### config.mk
export PLATFORM = sky130hd
export DESIGN_NAME = sps_page_stack
export DESIGN_NICKNAME = d
export VERILOG_FILES = /design/src/logic/sps_pkg.sv /design/src/logic/sps_page_stack.sv
export SDC_FILE = /design/constraint.sdc
export NUM_CORES = 1
export LEC_CHECK = 0
export CAP_MARGIN = 5
export CORE_MARGIN = 2
export CORE_UTILIZATION = 50
export DETAILED_ROUTE_END_ITERATION = 8
export DONT_BUFFER_PORTS = 1
export PLACE_DENSITY_LB_ADDON = 0.12
export SYNTH_ARGS = -nofsm -noshare
export SYNTH_HDL_FRONTEND = slang
export SYNTH_SLANG_ARGS = --single-unit
### constraint.sdc
create_clock -name CLK_I -period 4.55 [get_ports CLK_I]
set_input_delay 0 -clock CLK_I [delete_from_list [all_inputs] [get_ports CLK_I]]
set_output_delay 0 -clock CLK_I [all_outputs]
set_load 0.02 [all_outputs]
### src/logic/sps_pkg.sv
package sps_pkg;
    localparam int DATA_W = 8;
    localparam int ADDR_W = 8;
    // sfr addresses, visible from every page except page control, seen on page 0x0f only
    localparam logic [7:0] ADDR_ACTIVE_PAGE = 8'ha7;
    localparam logic [7:0] ADDR_SECOND_ENTRY = 8'h85;
    localparam logic [7:0] ADDR_THIRD_ENTRY = 8'h86;
    localparam logic [7:0] ADDR_PAGE_CONTROL = 8'h8e;
    localparam logic [7:0] PAGE_CONTROL_PAGE = 8'h0f;
    localparam int AUTO_EN_BIT = 0;
    localparam logic [7:0] RST_ACTIVE_PAGE = 8'h00;
    localparam logic [7:0] RST_SECOND_ENTRY = 8'h00;
    localparam logic [7:0] RST_THIRD_ENTRY = 8'h00;
    localparam logic RST_AUTO_EN = 1'b1;
    localparam int STACK_DEPTH = 3;
endpackage

### src/logic/sps_page_stack.sv
// Function
// - the active page register drives the page number used for every paged sfr access.
// - software writes load the active page and reads return the page in use.
// - the active page register is 8 bits, resets to zero and sits at 0xa7 on every page.
// - with automatic paging on, interrupt entry switches to the page of the requesting peripheral.
// - interrupt return restores the page in use before the interrupt, for nesting up to two deep, unless software changed the stack.
// - only interrupt entry and return push or pop; register reads and writes never do.
// - interrupt return copies the second entry into the active page register.
// - software writes replace the second entry and reads return it.
// - the second entry register is 8 bits, resets to zero and sits at 0x85 on every page.
// - the stack holds three bytes: active page, second entry, third entry.
// - software writes to stack entries change saved context without push or pop.
// - interrupt entry moves active page to second entry and second entry to third entry.
// - interrupt return moves third entry to second entry; the third entry refills with zero.
// - automatic paging comes out of reset enabled and when cleared nothing is saved or restored.
module sps_page_stack (
    input wire logic CLK_I,
    input wire logic RESET_I,
    input wire logic SFR_WR_I,
    input wire logic SFR_RD_I,
    input wire logic [7:0] SFR_ADDR_I,
    input wire logic [7:0] SFR_WDATA_I,
    input wire logic INT_ENTRY_I,
    input wire logic [7:0] INT_PAGE_I,
    input wire logic INT_RETURN_I,
    output logic [7:0] SFR_RDATA_O,
    output logic SFR_HIT_O,
    output logic [7:0] ACTIVE_PAGE_O,
    output logic AUTO_EN_O
);
    typedef enum logic [1:0] {
        SPS_HOLD,
        SPS_PUSH,
        SPS_POP
    } sps_stack_op_t;

    sps_stack_op_t stack_op;
    logic [7:0] active_page_select_q;
    logic [7:0] active_page_select_d;
    logic [7:0] page_stack_second_entry_q;
    logic [7:0] page_stack_second_entry_d;
    logic [7:0] page_stack_third_entry_q;
    logic [7:0] page_stack_third_entry_d;

    logic auto_paging_enable_q;
    logic auto_paging_enable_d;
    logic [7:0] rdata_q;
    logic [7:0] rdata_d;
    logic hit_q;
    logic hit_d;

    logic wr_active;
    logic wr_second;
    logic wr_third;
    logic wr_control;

    logic rd_active;
    logic rd_second;
    logic rd_third;
    logic rd_control;
    logic [7:0] control_readback;

    function automatic logic is_reg(input logic [7:0] addr, input logic [7:0] target);
        is_reg = (addr == target);
    endfunction

    // the control register is paged like any peripheral register
    function automatic logic ctrl_visible(input logic [7:0] addr, input logic [7:0] page);
        ctrl_visible = is_reg(addr, sps_pkg::ADDR_PAGE_CONTROL) && (page == sps_pkg::PAGE_CONTROL_PAGE);
    endfunction

    // entry and return in one cycle: entry wins, the core returns later
    always_comb begin
        stack_op = SPS_HOLD;
        if (auto_paging_enable_q) begin
            if (INT_ENTRY_I) begin
                stack_op = SPS_PUSH;
            end else if (INT_RETURN_I) begin
                stack_op = SPS_POP;
            end
        end
    end

    assign wr_active = SFR_WR_I && is_reg(SFR_ADDR_I, sps_pkg::ADDR_ACTIVE_PAGE);
    assign wr_second = SFR_WR_I && is_reg(SFR_ADDR_I, sps_pkg::ADDR_SECOND_ENTRY);
    assign wr_third = SFR_WR_I && is_reg(SFR_ADDR_I, sps_pkg::ADDR_THIRD_ENTRY);
    assign wr_control = SFR_WR_I && ctrl_visible(SFR_ADDR_I, active_page_select_q);
    assign rd_active = SFR_RD_I && is_reg(SFR_ADDR_I, sps_pkg::ADDR_ACTIVE_PAGE);
    assign rd_second = SFR_RD_I && is_reg(SFR_ADDR_I, sps_pkg::ADDR_SECOND_ENTRY);
    assign rd_third = SFR_RD_I && is_reg(SFR_ADDR_I, sps_pkg::ADDR_THIRD_ENTRY);
    assign rd_control = SFR_RD_I && ctrl_visible(SFR_ADDR_I, active_page_select_q);
    assign control_readback = {7'h00, auto_paging_enable_q};

    // hardware moves own the whole stack in their cycle, a software write is lost
    always_comb begin
        active_page_select_d = active_page_select_q;
        unique case (stack_op)
            SPS_PUSH: begin
                active_page_select_d = INT_PAGE_I;
            end
            SPS_POP: begin
                active_page_select_d = page_stack_second_entry_q;
            end
            SPS_HOLD: begin
                if (wr_active) begin
                    active_page_select_d = SFR_WDATA_I;
                end
            end
        endcase
    end

    always_ff @(posedge CLK_I or posedge RESET_I) begin
        if (RESET_I) begin
            active_page_select_q <= sps_pkg::RST_ACTIVE_PAGE;
        end else begin
            active_page_select_q <= active_page_select_d;
        end
    end

    always_comb begin
        page_stack_second_entry_d = page_stack_second_entry_q;
        unique case (stack_op)
            SPS_PUSH: begin
                page_stack_second_entry_d = active_page_select_q;
            end
            SPS_POP: begin
                page_stack_second_entry_d = page_stack_third_entry_q;
            end
            SPS_HOLD: begin
                if (wr_second) begin
                    page_stack_second_entry_d = SFR_WDATA_I;
                end
            end
        endcase
    end

    always_ff @(posedge CLK_I or posedge RESET_I) begin
        if (RESET_I) begin
            page_stack_second_entry_q <= sps_pkg::RST_SECOND_ENTRY;
        end else begin
            page_stack_second_entry_q <= page_stack_second_entry_d;
        end
    end

    always_comb begin
        page_stack_third_entry_d = page_stack_third_entry_q;
        unique case (stack_op)
            SPS_PUSH: begin
                page_stack_third_entry_d = page_stack_second_entry_q;
            end
            SPS_POP: begin
                page_stack_third_entry_d = sps_pkg::RST_THIRD_ENTRY;
            end
            SPS_HOLD: begin
                if (wr_third) begin
                    page_stack_third_entry_d = SFR_WDATA_I;
                end
            end
        endcase
    end

    always_ff @(posedge CLK_I or posedge RESET_I) begin
        if (RESET_I) begin
            page_stack_third_entry_q <= sps_pkg::RST_THIRD_ENTRY;
        end else begin
            page_stack_third_entry_q <= page_stack_third_entry_d;
        end
    end

    always_comb begin
        auto_paging_enable_d = auto_paging_enable_q;
        if (wr_control) begin
            auto_paging_enable_d = SFR_WDATA_I[sps_pkg::AUTO_EN_BIT];
        end
    end

    always_ff @(posedge CLK_I or posedge RESET_I) begin
        if (RESET_I) begin
            auto_paging_enable_q <= sps_pkg::RST_AUTO_EN;
        end else begin
            auto_paging_enable_q <= auto_paging_enable_d;
        end
    end

    // unmapped or hidden addresses read as zero with no hit
    always_comb begin
        rdata_d = 8'h00;
        hit_d = 1'h0;
        if (rd_active) begin
            rdata_d = active_page_select_q;
            hit_d = 1'h1;
        end else if (rd_second) begin
            rdata_d = page_stack_second_entry_q;
            hit_d = 1'h1;
        end else if (rd_third) begin
            rdata_d = page_stack_third_entry_q;
            hit_d = 1'h1;
        end else if (rd_control) begin
            rdata_d = control_readback;
            hit_d = 1'h1;
        end
    end

    always_ff @(posedge CLK_I or posedge RESET_I) begin
        if (RESET_I) begin
            rdata_q <= 8'h00;
            hit_q <= 1'h0;
        end else begin
            rdata_q <= rdata_d;
            hit_q <= hit_d;
        end
    end

    assign SFR_RDATA_O = rdata_q;
    assign SFR_HIT_O = hit_q;
    assign ACTIVE_PAGE_O = active_page_select_q;
    assign AUTO_EN_O = auto_paging_enable_q;
endmodule

==> metrics, run 1 <==
Ys Warns=0; vias in the first global route=1830; mux cell area share after synthesis=0.005840; R2R Path End=SFR_HIT_O; Vias=between 1500 and 2000; WP data required=roughly 4.8 ns; complex-gate fraction of the synthesized area=0.2570; post-synthesis xor/xnor area fraction=0; post-synth cell types=36; Seq/Total Area, Yosys=0.4419; worst-path fanout max=5; Leak=0.0009205 uW; FF-to-FF path depth=5; post-synthesis simple-gate area fraction=0.2628; main combinational cell family by area after synthesis=simple AND/OR/NAND/NOR gates; PwrDens=318.0 nW/um2; leading area contributor after synthesis=dfrtp_1; CP arrival=between 2 and 2.5 ns; Die W=66.10 um; WP buf/inv=1; clk_skew=around 0.0053 ns; grt total ovfl=0; largest net degree at the start of global routing=35; RR Startpoint=ACTIVE_PAGE_O[6]; Seq cells post-synth=34; Post-Syn Area=around 1900 um2; core area=3689 um2; worst hold path type=primary input to flip-flop; Max-cap violations=0; TritonCTS Buffers=5; reg2reg setup slack=2.49 ns; DR pass1 iterations=4; max-slew violations=0; Synth-to-Final Area Change=9.669%; crit share post-route=0.4520; Core Rows=22; Inserted Diodes=0; Max VDD drop=about 0.19 mV; Final Total Pwr=approximately 670 uW; final hold violation count=0; DPL Wire Length=approximately 3.3 mm; Chip Height=about 66 um; IO Pins=48; setup TNS=0 ns; H-tree levels=2; Starting Density=0.5227; Worst-path clk slew=0.08 ns; all-layer global routing usage=0.2718; post-cts resize count=0; post-synth top area share=0.4283; Wirelength per Cell=roughly 19 um; layout cells sized above 1=0.09692; Min Clock Period, post-route=slightly above 2 ns; adder-cell area share of the yosys netlist=0; TritonCTS clock tree=built; hold wc startpoint=INT_PAGE_I[4]; Setup Crit Path Kind=flip-flop to flip-flop; GPL Wtd Cong=0.9257; CP cell instances=nor4b_1, nand3b_1, nor4_1, o21a_1, dlygate4sd3_1; status=finished clean; slack of the critical path=between 2 and 2.5 ns; Num Clock Sinks=34; most frequent cells in the layout=41 x nand2_1, 33 x dfrtp_1, 31 x a21oi_1; # nets final=256; crit start category=flip-flop; commonest non-fill, non-tap cell in the layout=nand2_1; PortBufs=0; Crit path largest cell delay=0.53 ns; DRC viols=0; ANT nets after route=0; DR iter-0 viols=224; top post-synthesis cells by area=dfrtp_1 43%, a21oi_1 8.0%, nand2_1 8.0%, nand3b_1 5.5%, a22o_1 5.0%; Hold WS=~0.016 ns; final setup fails=0; CP max stage cell=dlygate4sd3_1; dpl ws=approximately 2.6 ns; latest clock arrival within the worst-skew pair=between 0.2 and 0.3 ns; Tightest Pin Transition=between 0.9 and 1 ns; Setup Buffers After CTS=0; CTS max path bufs=2; CP Capture Type=flip-flop; Post-Syn Nets=~250; Placed Instance Area=roughly 2000 um2; vias per cell=approximately 6.2; final wirelength=5.157 mm; RSZ-0062 raised after global routing=false; Hold Crit Endpoint=ACTIVE_PAGE_O[4]; Mapped Cells=223; post-route cell area=~2100 um2; Root Buffer=clkbuf_8; total die area=4369 um2; hold path depth=4; Worst slew margin=0.3637; global-route wire length before repair=just under 9 mm; syn avg cell area=~8.6 um2; fmax=between 400 and 500 MHz; initial antenna violation count=0; Crit path max-delay family=simple AND/OR/NAND/NOR gates
final cells by class:
cell class | instances | area (um2)
clock buffer | 5 | 68.82
clock inverter | 3 | 40.04
fill | 347 | 1574
inverter | 2 | 7.507
multi-input combinational | 175 | 1013
sequential | 34 | 852.1
tap | 48 | 60.06
timing repair buffer | 8 | 72.57
state kept, by name, indices dropped and copies added, names as in the netlist:
register	count
AUTO_EN_O	1
SFR_RDATA_O	8
page_stack_third_entry_q	8
ACTIVE_PAGE_O	8
page_stack_second_entry_q	8
SFR_HIT_O	1
repair_timing:
| item | CTS | global route |
|---|---|---|
| setup endpoints to repair | 0 | 0 |
| hold endpoints to repair | 43 | 0 |
| hold buffers | 5 | 0 |
through the flow:
step | instances | utilization
after CTS | 275 | 0.5733
final | 275 | 0.5733
after global routing | 275 | 0.5733
after detailed placement | 262 | 0.5302
after global placement | 262 | 0.5302
after floorplan | 223 | -
power by group:
| group | total (uW) | switching [uW] | internal, uW | leakage, uW |
|---|---|---|---|---|
| logic | 58.6 | 32.6 | 26.0 | 0.000397 |
| registers | 334 | 19.1 | 315 | 0.000466 |
| clock network | 280 | 119 | 161 | 0.0000579 |
tightest hold or removal path: stages:
cell and delay, ns:
nand2_1 0.03, nand2_1 0.05, a21oi_1 0.06, o21ai_0 0.13
synthesized netlist by cell type:
master     count
nor2b_1        2
o21a_1         2
nand3_1        3
and3b_1        1
buf_1          1
clkbuf_1       8
and2_1         8
a21oi_1       31
a211oi_1       1
nor2_1        15
o21ai_0       18
o41ai_4        1
nor2_2         1
and4bb_2       1
nor3b_2        1
inv_1          2
and2_0         1
a21oi_2        2
dfstp_2        1
mux2_2         1
buf_6          1
o22a_1         1
a22o_1        11
or3b_4         1
dfrtp_1       33
a22oi_1        8
nand2_1       41
and2_2         1
nand4bb_2      1
o21ai_1        1
nor3_1         1
nor4b_1        1
nand3b_1      14
a31oi_1        2
buf_2          2
nor4_1         3
routing by layer:
metal  vias up  wire length (um)  track usage
met5         -                 0            0
met4         0                93       0.1148
met3        12               482      0.07496
met2        91              2406       0.4188
met1       798              2175       0.3581
li1        810                 -            -
worst max path at each step:
stage,depth (start not counted),from,slack (ns),endpoint
floorplan,5,AUTO_EN_O,3.01,page_stack_third_entry_q[0]
global route,5,ACTIVE_PAGE_O[4],2.40,SFR_HIT_O
global placement,4,AUTO_EN_O,2.67,page_stack_third_entry_q[7]
detailed placement,4,AUTO_EN_O,2.58,page_stack_third_entry_q[7]
CTS,5,ACTIVE_PAGE_O[6],2.53,SFR_HIT_O
finish,5,ACTIVE_PAGE_O[6],2.49,SFR_HIT_O
cells by family (layout without fill, tap and decap cells):
group,Yosys count,count (layout)
mux,1,1
buf+inv,14,18
simple gates,96,96
compound gates,78,78
flops,34,34
(Power assumes the default switching activity.)
==> inputs of run 2 (changes only) <==
ABC_AREA = 1   (was not set)
clock period = 1.72 ns   (was 4.55 ns; I/O delays follow)
==> run 2 against run 1 <==
  * Final cell count up 31%
  * Sequential power rose to 2.7 times the previous value
  * Synthesized area up 7.3%
  * First-iteration DRC count down 35%
  * Global-route usage down 1.3 points
  * Hold slack worse by 0.0089 ns
  * Highest routed layer unchanged
  * Setup slack worse by 2.3 ns
  * Synthesized cell count up 25%
  * Clock skew up 0.0023 ns
  * Utilization up 3.6 points
  * Flip-flop and latch count unchanged
  * Largest power group unchanged
  * Largest cell class unchanged
  * Maximum frequency up 31%
==> metrics, run 2 <==
WP buf/inv=2 (+1); adder-cell area share of the yosys netlist=0 (unchanged); Max-cap violations=0 (unchanged); Min Clock Period, post-route=1.572 ns (-0.4844 ns); DR iter-0 viols=145 (-35%); Max VDD drop=0.5830 mV (+210%); CP arrival=1.75 ns (-0.53 ns); DRC viols=0 (unchanged); grt total ovfl=0 (unchanged); syn avg cell area=7.413 um2 (-14%); PwrDens=689.0 nW/um2 (+120%); Final Total Pwr=1679 uW (+150%); Core Rows=23 (+4.5%); count leader, synth=nand2_1; status=finished clean; Placed Instance Area=2136 um2 (+9.2%); CP max stage cell=nor2_8; Starting Density=0.5170 (-0.005680); Chip Height=68.32 um (+3.4%); worst hold path type=primary input to flip-flop; Inserted Diodes=0 (unchanged); clk_skew=0.007673 ns (+0.002346 ns); Crit path largest cell delay=0.40 ns (-0.13 ns); max-slew violations=0 (unchanged); dpl cells=332 (+27%); latest clock arrival within the worst-skew pair=0.29 ns (about the same); Post-synth EDFFs=0 (unchanged); mux cell area share after synthesis=0 (-0.005840); core area=4000 um2 (+8.4%); Synth top cells by count=112 x nand2_1, 40 x nand3_1, 33 x dfrtp_1; final wirelength=5.450 mm (+5.7%); fin cells=361 (+31%); Synth-to-Final Area Change=17.85%; post-synthesis simple-gate area fraction=0.4543 (+0.1915); # nets final=340 (+33%); final hold violation count=0 (unchanged); CTS max path bufs=2 (unchanged); Setup Crit Path Kind=flip-flop to flip-flop; global-route wire length before repair=8.700 mm (-2.5%); RSZ-0062 raised after global routing=false; Leak=0.001207 uW (+31%); Mapped Cells=279 (+25%); crit start category=flip-flop; Vias=1953 (+14%); TritonCTS Buffers=5 (unchanged); Post-Syn Area=2068 um2 (+7.3%); dominant synthesized flop cell=dfrtp_1; total die area=4667 um2 (+6.8%); commonest non-fill, non-tap cell in the layout=nand2_1; IO Pins=48 (unchanged); Seq cells post-synth=34 (unchanged); layout cells sized above 1=0.1286 (+0.03170); vias in the first global route=1788 (-2.3%); Post-Syn Nets=309 (+22%); Wirelength per Cell=15.10 um (-19%); Crit path max-delay family=simple AND/OR/NAND/NOR gates; worst-path fanout max=23 (+18); PortBufs=0 (unchanged); ANT nets after route=0 (unchanged); WP data required=1.90 ns (-2.88 ns); setup TNS=0 ns (unchanged); largest net degree at the start of global routing=35 (unchanged); Hold WS=0.007315 ns (-0.008933 ns); vias per cell=5.410 (-13%); crit share post-route=0.9142 (+0.4621); reg2reg setup slack=0.15 ns (-2.35 ns); TritonCTS clock tree=built; all-layer global routing usage=0.2586 (-0.01317); Most common cell on crit path=nand2_1; complex-gate fraction of the synthesized area=0.05747 (-0.1995); Ys Warns=0 (unchanged); GPL Wtd Cong=0.7717 (-17%); initial antenna violation count=0 (unchanged); Seq/Total Area, Yosys=0.4120 (-0.02994); CP Capture Type=flip-flop; DPL Wire Length=3.730 mm (+13%); DR pass1 iterations=4 (unchanged); main combinational cell family by area after synthesis=simple AND/OR/NAND/NOR gates; Die W=68.32 um (+3.4%); Root Buffer=clkbuf_8; post-synth cell types=24 (-33%); Num Clock Sinks=34 (unchanged); post-synth top area share=0.3993 (-0.02902); top post-synthesis cells by area=dfrtp_1 40%, nand2_1 20%, nand3_1 9.7%, nand2_4 5.4%, inv_1 4.2%; post-synthesis xor/xnor area fraction=0 (unchanged); Worst slew margin=0.6631 (+0.2994); fmax=636.0 MHz (+31%); most frequent cells in the layout=112 x nand2_1, 40 x nand3_1, 33 x dfrtp_1; CP cell instances=nand2_4, inv_6, nor2_8, nand2_1, buf_4, nand2_1, o21ai_2; leading area contributor after synthesis=dfrtp_1; post-route cell area=2437 um2 (+15%); final setup fails=0 (unchanged); Worst-path clk slew=0.07 ns (about the same); H-tree levels=2 (unchanged); asr flop ratio synth=1.000 (unchanged); Tightest Pin Transition=0.5054 ns (-0.4458 ns)
-- run 2: layout make-up --
type / instances / area [um2]
clock buffer: 7 / 86.33
sequential: 34 / 852.1
clock inverter: 1 / 5.005
multi-input combinational: 215 / 1059
fill: 370 / 1563
timing repair buffer: 30 / 277.8
tap: 50 / 62.56
inverter: 24 / 95.09
-- run 2: kinds of logic after synthesis --
group           Yosys count
simple gates            195
flops                    34
buf+inv                  30
compound gates           20
-- run 2: worst paths after layout --
path                                               from               end  cells past startpoint
max                                           AUTO_EN_O  ACTIVE_PAGE_O[6]                      7
min                                       SFR_ADDR_I[3]         SFR_HIT_O                      4
max reg2reg                                   AUTO_EN_O  ACTIVE_PAGE_O[6]                      7
min reg2reg                page_stack_second_entry_q[3]    SFR_RDATA_O[3]                      2
max in group asynchronous                       RESET_I         AUTO_EN_O                      3
min in group asynchronous                       RESET_I    SFR_RDATA_O[7]                      3
-- run 2: worst min-delay path, stage by stage --
cell and delay [ns]:
nand4_1 0.08, nor2_1 0.05, nand3_1 0.08, nand2_1 0.05
-- run 2: what timing repair did --
action | in CTS | in global routing
hold buffers | 21 | 0
setup endpoints to repair | 0 | 3
hold endpoints to repair | 60 | 0
buffers inserted | 0 | 0
resized for setup | 0 | 0
-- run 2: stage by stage --
stage,worst slack (ns),utilization
finish,0.1476,0.6093
global route,0.003154,0.6093
CTS,0.1266,0.6093
detailed placement,0.1432,0.5339
global placement,0.1844,0.5339
floorplan,0.2785,-
-- run 2: power by group --
group	switching (uW)	total (uW)	internal, uW
combinational	91.8	169	77.4
sequential	58.4	895	836
clock	292	615	323
-- run 2: metal layers --
layer,global-route usage,routed length [um]
met3,0.06086,355
met5,0,0
met4,0.07500,82
met2,0.4138,2587
met1,0.3482,2425
==> inputs of run 3 (changes only) <==
CORE_MARGIN = 5   (was 2)
==> run 3 against run 2 <==
  * Sequential share of layout area down 0.076 points
  * Final cell count rose by 0.28%
  * First-iteration DRC count down 19%
  * Register-to-register slack got worse by 0.02 ns
  * Combinational power about the same
  * Utilization up 0.31 points
  * Hold slack gained 0.013 ns
  * Clock power shrank 1%
  * Final area up 0.51%
  * Flip-flop and latch count unchanged
  * Global-route usage down 3.7 points
  * Largest power group unchanged
  * Highest routed layer unchanged
==> metrics, run 3 (synthesis results as in run 2) <==
reg2reg setup slack=0.13 ns (-0.02 ns); vias per cell=5.343 (-1.2%); final hold violation count=0 (unchanged); Wirelength per Cell=14.97 um (-0.84%); DRC viols=0 (unchanged); largest net degree at the start of global routing=24 (-31%); Chip Height=74.32 um (+8.8%); latest clock arrival within the worst-skew pair=0.28 ns (about the same); Vias=1934 (-0.97%); grt total ovfl=0 (unchanged); initial antenna violation count=0 (unchanged); Tightest Pin Transition=0.5908 ns (+0.08538 ns); DPL Wire Length=3.830 mm (+2.7%); layout cells sized above 1=0.1346 (+0.005998); fmax=627.4 MHz (-1.4%); global-route wire length before repair=9.101 mm (+4.6%); Core Rows=23 (unchanged); Filler cells=375 (+1.4%); Die W=74.32 um (+8.8%); CP arrival=1.82 ns (+0.07 ns); core area=4000 um2 (unchanged); Setup Crit Path Kind=flip-flop to flip-flop; setup TNS=0 ns (unchanged); IO Pins=48 (unchanged); worst-path fanout max=5 (-78%); Min Clock Period, post-route=1.594 ns (+0.02152 ns); Synth-to-Final Area Change=18.45%; Inserted Diodes=0 (unchanged); Leak=0.001205 uW (-0.11%); final wirelength=5.419 mm (-0.57%); commonest non-fill, non-tap cell in the layout=nand2_1; crit start category=flip-flop; ANT nets after route=0 (unchanged); CTS max path bufs=2 (unchanged); worst hold path type=primary input to flip-flop; H-tree levels=2 (unchanged); final setup fails=0 (unchanged); Setup Buffers After CTS=0 (unchanged); all-layer global routing usage=0.2214 (-0.03716); Max VDD drop=0.4713 mV (-19%); most frequent cells in the layout=112 x nand2_1, 40 x nand3_1, 31 x dfrtp_1; PwrDens=681.1 nW/um2 (-1.1%); Worst-path clk slew=0.07 ns (about the same); TritonCTS clock tree=built; Starting Density=0.5170 (unchanged); Worst slew margin=0.6047 (-0.05838); GPL Wtd Cong=0.8380 (+8.6%); fin cells=362 (+0.28%); DR pass1 iterations=7 (+3); Root Buffer=clkbuf_8; CP Capture Type=flip-flop; WP data required=1.94 ns (+0.04 ns); vias in the first global route=1807 (+1.1%); TritonCTS Buffers=5 (unchanged); crit share post-route=0.9267 (+0.01251); Max-cap violations=0 (unchanged); dpl cells=332 (unchanged); Num Clock Sinks=34 (unchanged); max-slew violations=0 (unchanged); # nets final=341 (+0.29%); DR iter-0 viols=117 (-19%); RSZ-0062 raised after global routing=false; status=finished clean; total die area=5523 um2 (+18%); clk_skew=0.002444 ns (-0.005229 ns); PortBufs=0 (unchanged)
## run 3: path summary, 6_finish.rpt
path | from | to | depth (start not counted)
hold / removal | SFR_ADDR_I[7] | SFR_HIT_O | 4
max in group asynchronous | RESET_I | AUTO_EN_O | 3
setup / recovery | ACTIVE_PAGE_O[5] | SFR_HIT_O | 6
min in group asynchronous | RESET_I | SFR_RDATA_O[7] | 3
hold reg to reg | page_stack_second_entry_q[1] | SFR_RDATA_O[1] | 2
setup reg to reg | ACTIVE_PAGE_O[5] | SFR_HIT_O | 6
## run 3: area by class of cell
type | instances | area [um2] | area share
inverters | 24 | 95.09 | 0.03882
clock inverters | 1 | 5.005 | 0.002043
clock buffers | 7 | 86.33 | 0.03524
well taps | 50 | 62.56 | 0.02554
repair buffers | 31 | 287.8 | 0.1175
multi-input cells | 215 | 1059 | 0.4321
flip-flops and latches | 34 | 854.6 | 0.3488
## run 3: timing repair
item | in CTS | in global routing
endpoints found under the setup margin | 0 | 1
endpoints found under the hold margin | 62 | 0
hold buffers | 22 | 0
gates resized for setup | 0 | 2
## run 3: routing by layer
layer,vias to the layer above,wire length (um),global-route usage
li1,957,-,-
met1,896,2363,0.3243
met2,79,2467,0.3337
met3,2,558,0.04730
met4,0,29,0.05929
met5,-,0,0
## run 3: metrics by stage
| step | hold WS, ns | worst slack (ns) | utilization | area (um2) | total power [uW] |
|---|---|---|---|---|---|
| 3_3_place_gp | -0.05206 | 0.2300 | 0.5339 | 2136 | 1030 |
| 4_1_cts | 0.01311 | 0.04932 | 0.6118 | 2447 | 1685 |
| 6_report | 0.02016 | 0.1261 | 0.6124 | 2450 | 1669 |
| 5_1_grt | 0.03533 | 0.04452 | 0.6124 | 2450 | 1756 |
| 3_5_place_dp | -0.04840 | 0.1907 | 0.5339 | 2136 | 1031 |
| 2_1_floorplan | 0.1115 | 0.2785 | - | 2068 | 993.4 |
## run 3: critical path, cell delays in order, from the launching register on
cell	delay, ns
dfrtp_2	0.48
inv_1	0.13
nand4_1	0.08
dlygate4sd3_1	0.56
nor2_1	0.10
nand3_1	0.10
nand2_1	0.08
## run 3: where the power goes
part           total (uW)  internal (uW)  switching, uW
sequential            895            837           58.2
combinational         167           77.8           89.0
clock                 606            323            283
total                1670           1240            431
